--- src/usg_pkg.sv ---
// usg_pkg: constants, codes and state type for the start guard.
// assumes one 125 MHz clock domain; the four terminal pins are synchronised in the module, the selectors are not.
package usg_pkg;

    // synchroniser depth and settle wait after reset release
    localparam int USG_SYNC_STAGES = 2;
    localparam logic [1:0] USG_SETTLE_CYCLES = 2'h3;

    // selector value that assigns the guard function to its terminal
    localparam logic [4:0] USG_GUARD_OPTION = 5'h0D;

    // displayed trip codes
    localparam logic [7:0] USG_CODE_NONE = 8'h00;
    localparam logic [7:0] USG_UNDERVOLTAGE_TRIP_CODE = 8'h09;
    localparam logic [7:0] USG_START_GUARD_TRIP_CODE = 8'h0D;

    // values after reset
    localparam logic [3:0] USG_SYNC_RESET = 4'h0;
    localparam logic [1:0] USG_SETTLE_RESET = 2'h0;
    localparam logic USG_RUN_RESET = 1'b0;

    // advised wait for the controller before asserting run
    localparam int USG_ADVISED_RUN_WAIT_S = 3;

    typedef enum logic [2:0]
    {
        USG_SETTLE,
        USG_IDLE,
        USG_RUN,
        USG_GUARD_TRIP,
        USG_UV_TRIP
    } usg_state_t;

endpackage

--- src/usg_unattended_start_guard.sv ---
// usg_unattended_start_guard: start protection for a motor drive output.
// assumes terminal pins are asynchronous to clk; reset release is power-up.
// Function
// RULE1: guard selected by code 13 and input on: ignore run present at power-up.
// RULE2: guard input off: run present at power-up starts the output.
// RULE3: guard on and run at power-up: raise guard error, enter trip.
// RULE4: guard trip shows the dedicated start guard trip code.
// RULE5: fault clear pulse while run still requested resumes running at once.
// RULE6: after undervoltage trip clear, the start guard check applies again.
// RULE7: controller should wait three seconds after power-up before run.
// RULE8: guard trip stays latched, output off, until run drops or clear.
`timescale 1ns/100ps

module usg_unattended_start_guard
    import usg_pkg::*;
(
    input wire logic clk,
    input wire logic nrst,
    input wire logic clk_en,
    input wire logic [4:0] input_function_selectors,
    input wire logic guard_terminal,
    input wire logic run_request,
    input wire logic fault_clear_input,
    input wire logic undervoltage_detect,
    output logic drive_run,
    output logic trip_active,
    output logic [7:0] trip_code
);

    ////////////////////////////////////////////////////////////////////////
    // input synchronisers

    logic [3:0] pin_raw;
    logic [3:0] sync_a;
    logic [3:0] sync_b;
    logic guard_s;
    logic run_s;
    logic clr_s;
    logic uv_s;

    assign pin_raw = {undervoltage_detect, fault_clear_input, run_request, guard_terminal};

    always_ff @(posedge clk or negedge nrst)
    begin
        if (!nrst)
        begin
            sync_a <= USG_SYNC_RESET;
            sync_b <= USG_SYNC_RESET;
        end
        else if (clk_en)
        begin
            sync_a <= pin_raw;
            sync_b <= sync_a;
        end
    end

    assign guard_s = sync_b[0];
    assign run_s = sync_b[1];
    assign clr_s = sync_b[2];
    assign uv_s = sync_b[3];

    ////////////////////////////////////////////////////////////////////////
    // decoding

    logic guard_on;
    logic clr_prev;
    logic clear_done;

    assign guard_on = guard_s && (input_function_selectors == USG_GUARD_OPTION); // RULE1

    // clear acts when the terminal goes on then off
    always_ff @(posedge clk or negedge nrst)
    begin
        if (!nrst)
            clr_prev <= 1'b0;
        else if (clk_en)
            clr_prev <= clr_s;
    end

    assign clear_done = clr_prev && !clr_s;

    // power-up decision, also reused after an undervoltage clear
    function automatic usg_state_t usg_start_target(input logic guard, input logic run);
        if (guard && run)
            return USG_GUARD_TRIP;
        else if (run)
            return USG_RUN;
        else
            return USG_IDLE;
    endfunction

    function automatic logic [7:0] usg_code_of(input usg_state_t s);
        case (s)
            USG_GUARD_TRIP: return USG_START_GUARD_TRIP_CODE;
            USG_UV_TRIP: return USG_UNDERVOLTAGE_TRIP_CODE;
            default: return USG_CODE_NONE;
        endcase
    endfunction

    ////////////////////////////////////////////////////////////////////////
    // state machine

    usg_state_t state;
    usg_state_t next_state;
    logic [1:0] settle_cnt;

    // wait until the synchronisers hold real pin levels before deciding
    always_ff @(posedge clk or negedge nrst)
    begin
        if (!nrst)
            settle_cnt <= USG_SETTLE_RESET;
        else if (clk_en && state == USG_SETTLE && settle_cnt != USG_SETTLE_CYCLES)
            settle_cnt <= settle_cnt + 2'h1;
    end

    always_comb
    begin
        next_state = state;
        case (state)
            USG_SETTLE:
            begin
                if (settle_cnt == USG_SETTLE_CYCLES)
                    next_state = usg_start_target(guard_on, run_s); // RULE1 RULE2 RULE3
            end
            USG_IDLE:
            begin
                if (uv_s)
                    next_state = USG_UV_TRIP;
                else if (run_s)
                    next_state = USG_RUN;
            end
            USG_RUN:
            begin
                if (uv_s)
                    next_state = USG_UV_TRIP;
                else if (!run_s)
                    next_state = USG_IDLE;
            end
            USG_GUARD_TRIP:
            begin
                // latched; dropping run wins over a clear in the same cycle
                if (uv_s)
                    next_state = USG_UV_TRIP;
                else if (!run_s)
                    next_state = USG_IDLE; // RULE8
                else if (clear_done)
                    next_state = USG_RUN; // RULE5
            end
            USG_UV_TRIP:
            begin
                // clear treated like a fresh power-up, so the guard checks again
                if (clear_done && !uv_s)
                    next_state = usg_start_target(guard_on, run_s); // RULE6
            end
            default:
                next_state = USG_SETTLE;
        endcase
    end

    always_ff @(posedge clk or negedge nrst)
    begin
        if (!nrst)
            state <= USG_SETTLE;
        else if (clk_en)
            state <= next_state;
    end

    ////////////////////////////////////////////////////////////////////////
    // registered outputs, aligned with state

    always_ff @(posedge clk or negedge nrst)
    begin
        if (!nrst)
        begin
            drive_run <= USG_RUN_RESET;
            trip_active <= 1'b0;
            trip_code <= USG_CODE_NONE;
        end
        else if (clk_en)
        begin
            drive_run <= (next_state == USG_RUN); // RULE8
            trip_active <= (next_state == USG_GUARD_TRIP) || (next_state == USG_UV_TRIP);
            trip_code <= usg_code_of(next_state); // RULE4
        end
    end

    logic at_decision;
    assign at_decision = clk_en && state == USG_SETTLE && settle_cnt == USG_SETTLE_CYCLES;
endmodule

--- config.mk ---
export PLATFORM = sky130hd
export DESIGN_NAME = usg_unattended_start_guard
export DESIGN_NICKNAME = d
export VERILOG_FILES = /design/src/usg_pkg.sv /design/src/usg_unattended_start_guard.sv
export SDC_FILE = /design/constraint.sdc
export NUM_CORES = 1
export LEC_CHECK = 0
export ABC_AREA = 1
export BUFFER_PORTS_ARGS = -buffer_cell sky130_fd_sc_hd__clkbuf_2
export CELL_PAD_IN_SITES_DETAIL_PLACEMENT = 0
export CELL_PAD_IN_SITES_GLOBAL_PLACEMENT = 1
export CORE_MARGIN = 2
export CORE_UTILIZATION = 25
export DETAILED_ROUTE_END_ITERATION = 16
export PLACE_DENSITY = 0.67
export SYNTH_ARGS = -nofsm -noshare
export SYNTH_HDL_FRONTEND = slang
export SYNTH_SLANG_ARGS = --single-unit
--- constraint.sdc ---
create_clock -name clk -period 1.2 [get_ports clk]
set_input_delay 0.06 -clock clk [delete_from_list [all_inputs] [get_ports clk]]
set_output_delay 0.06 -clock clk [all_outputs]
set_load 0.05 [all_outputs]
Word level (Yosys, flattened, before mapping):

Cells that the tools add are included.

* bits in registers: 24
* bits of input ports: 12
* output and inout port bits: 10
* logic and storage cells: 42

* $add $sub $neg: 1
* eq/ne operators: 10
* mux-type cells: 13
* reduce and logical (&&, ||, !) cells: 10

Operators by type and width (number)
* two-way mux 3 bit: 10
* one-hot mux 3 bit (5 select lines): 1
* equality test 3 x 2 -> 1 bit (second input constant): 4
* one-hot mux 4 bit (2 select lines): 1
* equality test 3 bit (second input constant): 2
* logical AND 1 bit: 6
* equality test 5 x 4 -> 1 bit (second input constant): 1
* equality test 3 x 1 -> 1 bit (second input constant): 1
* zero test 3 bit: 1
* adder 2 x 1 -> 2 bit (second input constant): 1
* equality test 2 bit (second input constant): 1
* zero test 1 bit: 2
* two-way mux 2 bit: 1
* inequality test 2 bit (second input constant): 1
* logical OR 1 bit: 1

Logic depth before layout (Yosys ltp):

* depth after elaboration: 8
* gate-level depth with buffers: 11
* depth with buffers taken out: 11

Worst setup path after synthesis:

OpenSTA, ideal clock, no wires.

* path type: register to register
* start point: reg settle_cnt[0]
* end point: reg settle_cnt[1]
* setup time: 0.128 ns
* data arrival time: 1.058 ns
* data required time: 1.072 ns
* path slack: 0.015 ns
* cell stages (with the launch flop): 5
* path buffers: 0
* period minus slack after synthesis: 1.185 ns
* path through: dfrtp_1 > ha_1 > clkinv_1 > nand4_1 > mux2_1

* cells in the longest elaborated chain, start to end: 2
* elaborated cells between the ends (all ways): 3
* those cells by class: add/sub: 1; eq/ne: 1; reduce/logical: 1

RTL lines
* from (decl): RTL line usg_unattended_start_guard.sv:105 `logic [1:0] settle_cnt;`
* from (signal assigned): RTL line usg_unattended_start_guard.sv:113 `settle_cnt <= settle_cnt + 2'h1;`
* parallel branches: the longest is 2 deep, another holds adder 2 x 1 -> 2 bit

Several ways; the timed one is not identified.
A chain may end at the register's enable or synchronous reset.

Worst setup path in the final report:

* start point: reg settle_cnt[1]
* end point: reg drive_run

* cells in the longest elaborated chain, start to end: 4

RTL lines
* equality test 2 bit
* two-way mux 3 bit: RTL line usg_unattended_start_guard.sv:122 `if (settle_cnt == USG_SETTLE_CYCLES)`
* one-hot mux 3 bit (5 select lines): RTL line usg_unattended_start_guard.sv:119 `case (state)`
* equality test 3 x 2 -> 1 bit: RTL line usg_unattended_start_guard.sv:181 `drive_run <= (next_state == USG_RUN);`
* to (signal assigned): RTL line usg_unattended_start_guard.sv:181
* to (decl): RTL line usg_unattended_start_guard.sv:25 `output logic drive_run,`

No other way between the ends.

==> impl_metrics.ini <==
[placement]
dp_hpwl_um = 1141
gp_congestion = 0.7970
dp_cells = 171
placed_area_sq_um = 989.7
pre_cts_ws_ns = -0.09221
numPortBuffers = 16

[final_layout]
ff_latch_area_sq_um = 425.4
final_common_cell = nand2_1
nFillCells = 371
area_growth_pct = 26.55
nets = 149
post-route-cell-area_sq_um = 1097
most-common-layout-cells = nand2_1 (37), dfrtp_1 (17), clkbuf_2 (16)
insertedDiodeCount = 0
finalNonFillerCells = 181
drive_gt1_frac = 0.2963
multi_input_area_sq_um = 370.4

[outcome]
violations = negative setup slack
outcome = complete, but fails checks

[clocking]
h-tree-depth = 1
cts_buffer_depth = 2
cts.sinks = 17
cts-root-buf = clkbuf_4
clk_latency_ns = 0.28
tritoncts = yes
clk_pin_slew_ns = 0.09
numCtsBuffers = 3

[grt]
overflow = 0
grt_use_total = 0.08270
antenna_found_initial = 0
grt_pass1_vias = 646
grt_max_degree = 18
grt_pass1_wl_um = 2594

[detailed_routing]
drcViolationCount = 0
routedWlPerCell_um = 8.348
dr.first_iter.drc_count = 21
dr.pass1.iters = 4
ant_nets = 0
wl_um = 1511
vias = 719
viasPerCell = 3.972

[pwr]
clkPwrFrac = 0.130
power_switching_w = 0.001007
worst_ir_drop_vdd_mv = 0.6445
p_int_w = 0.001301
power_switching_share = 0.4362
p_comb_frac = 0.514
leakage_nw = 0.5815
pwr-share-seq = 0.356
power_density_nw_per_um2 = 2103

[timing]
setup_viol = 4
layout_min_cycle_time_ns = 1.269
period_share = 1.057
slew_viol_final = 0
skew_ns = 0.002654
rsz0062_at_grt = true
hold_viol_final = 0
fin_setup_tns_ns = -0.1640
whs_ns = 0.04772
fmax_ghz = 0.7882
worst_slack_ns = -0.06874

[floorplanning]
die_y_um = 62.89
die_x_um = 62.89
initial_utilization = 0.2598
coreArea_sq_um = 3337
num_rows = 21
die-area_sq_um = 3955
ios = 22

[hold_path]
hold_class = primary input to register
min_path_cells = 3

[critical_path]
crit_type = register to register
cp_max_fo = 3
endpoint = drive_run
crit_required_ns = 1.38
end_kind = register
crit_path_start = settle_cnt[1]
r2r_start = settle_cnt[1]
crit_arrival_ns = 1.45
r2r_slack_ns = -0.07
rr_endpoint = drive_run
cp-start-kind = register
r2r_cells = 9

[synthesis]
syn_area_sq_um = 867.1
ys_top_cells_by_area = dfrtp_1 (49%), nand2_1 (17%), buf_4 (6.1%)
synth_largest_area_cell = dfrtp_1
yosys_register_bits = 17
syn_inst = 110
yosysSeqAreaShare = 0.4906
yosysWarnings = 0
ys_types = 23
synth_top_area_frac = 0.4906
syn-mean-instance-area_sq_um = 7.883

[flow_run]
drv_cap = 0
==> synthesized netlist by cell type <==
cell type	number
nand2_1	40
dfrtp_1	17
buf_4	7
inv_1	7
nor2_1	6
nand3_1	5
inv_2	4
o21ai_0	4
o21ai_1	3
clkbuf_1	2
clkinv_1	2
o21ai_2	2
a21oi_1	1
conb_1	1
ha_1	1
mux2_1	1
nand2_2	1
nand3_2	1
nand3b_1	1
nand4_1	1
nor2_2	1
nor3_1	1
xnor2_1	1
==> kinds of logic after synthesis <==
family | synth area share
mux | 0.01299
xor+xnor | 0.01010
other cells | 0.004325
fa+ha+maj | 0.01443
simple gates | 0.2756
compound gates | 0.06637
flops | 0.4906
buf+inv | 0.1255
==> area by class of cell <==
class / instances / share of cell area
inverters: 13 / 0.04561
well taps: 46 / 0.05245
flip-flops and latches: 17 / 0.3877
clock buffers: 4 / 0.02395
multi-input cells: 75 / 0.3375
repair buffers: 26 / 0.1528
==> power by group through the flow <==
stage,clock network (W),registers (W),logic [W]
after floorplan,0,0.000933,0.000699
after global placement,0,0.000818,0.00103
after detailed placement,0,0.000825,0.00103
after CTS,0.000313,0.000825,0.00111
after global routing,0.000330,0.000846,0.00131
final,0.000301,0.000821,0.00119
==> worst min-delay path by stage <==
stage / startpoint / end / slack, ns
3_5_place_dp: nrst / trip_code[2] / 0.02
2_1_floorplan: nrst / clr_prev / -0.24
4_1_cts: clk_en / sync_a[0] / 0.05
3_3_place_gp: nrst / trip_code[2] / 0.02
5_1_grt: clk_en / sync_a[0] / 0.08
6_report: clk_en / sync_a[0] / 0.05
==> flip-flops by register name, summed over array words and instances (netlist names) <==
name / cells
clr_prev: 1
drive_run: 1
settle_cnt: 2
state: 3
sync_a: 4
sync_b: 4
trip_code: 2
==> worst max-delay path, stage by stage, from the launching register on <==
cell	delay (ns)
dfrtp_1	0.37
ha_2	0.18
clkinv_2	0.06
nand2_2	0.05
nand2_2	0.05
a21oi_2	0.10
nand2_1	0.08
nand2_2	0.10
buf_4	0.11
o21ai_1	0.06
==> per-stage QoR <==
step	total power, W	utilization
detailed placement	0.001857	0.2966
CTS	0.002248	0.3240
finish	0.002307	0.3288
global placement	0.001845	0.2966
global route	0.002488	0.3288
floorplan	0.001632	-
==> per-layer routing <==
metal / global-route usage / vias to the layer above / wire length [um]
met5: 0 / - / 0
met4: 0.05000 / 0 / 36
met3: 0.01081 / 4 / 30
met2: 0.1436 / 10 / 753
met1: 0.09605 / 328 / 690
li1: - / 377 / -
==> repair_timing <==
| item | 4_1_cts | 5_1_grt |
|---|---|---|
| hold buffers | 5 | 0 |
| buffers inserted | 0 | 1 |
| setup endpoints to repair | 6 | 7 |
| pin swaps | 0 | 8 |
| gates resized for setup | 5 | 3 |
| hold endpoints to repair | 21 | 0 |
Note: power is estimated with default switching activity, not from simulation.
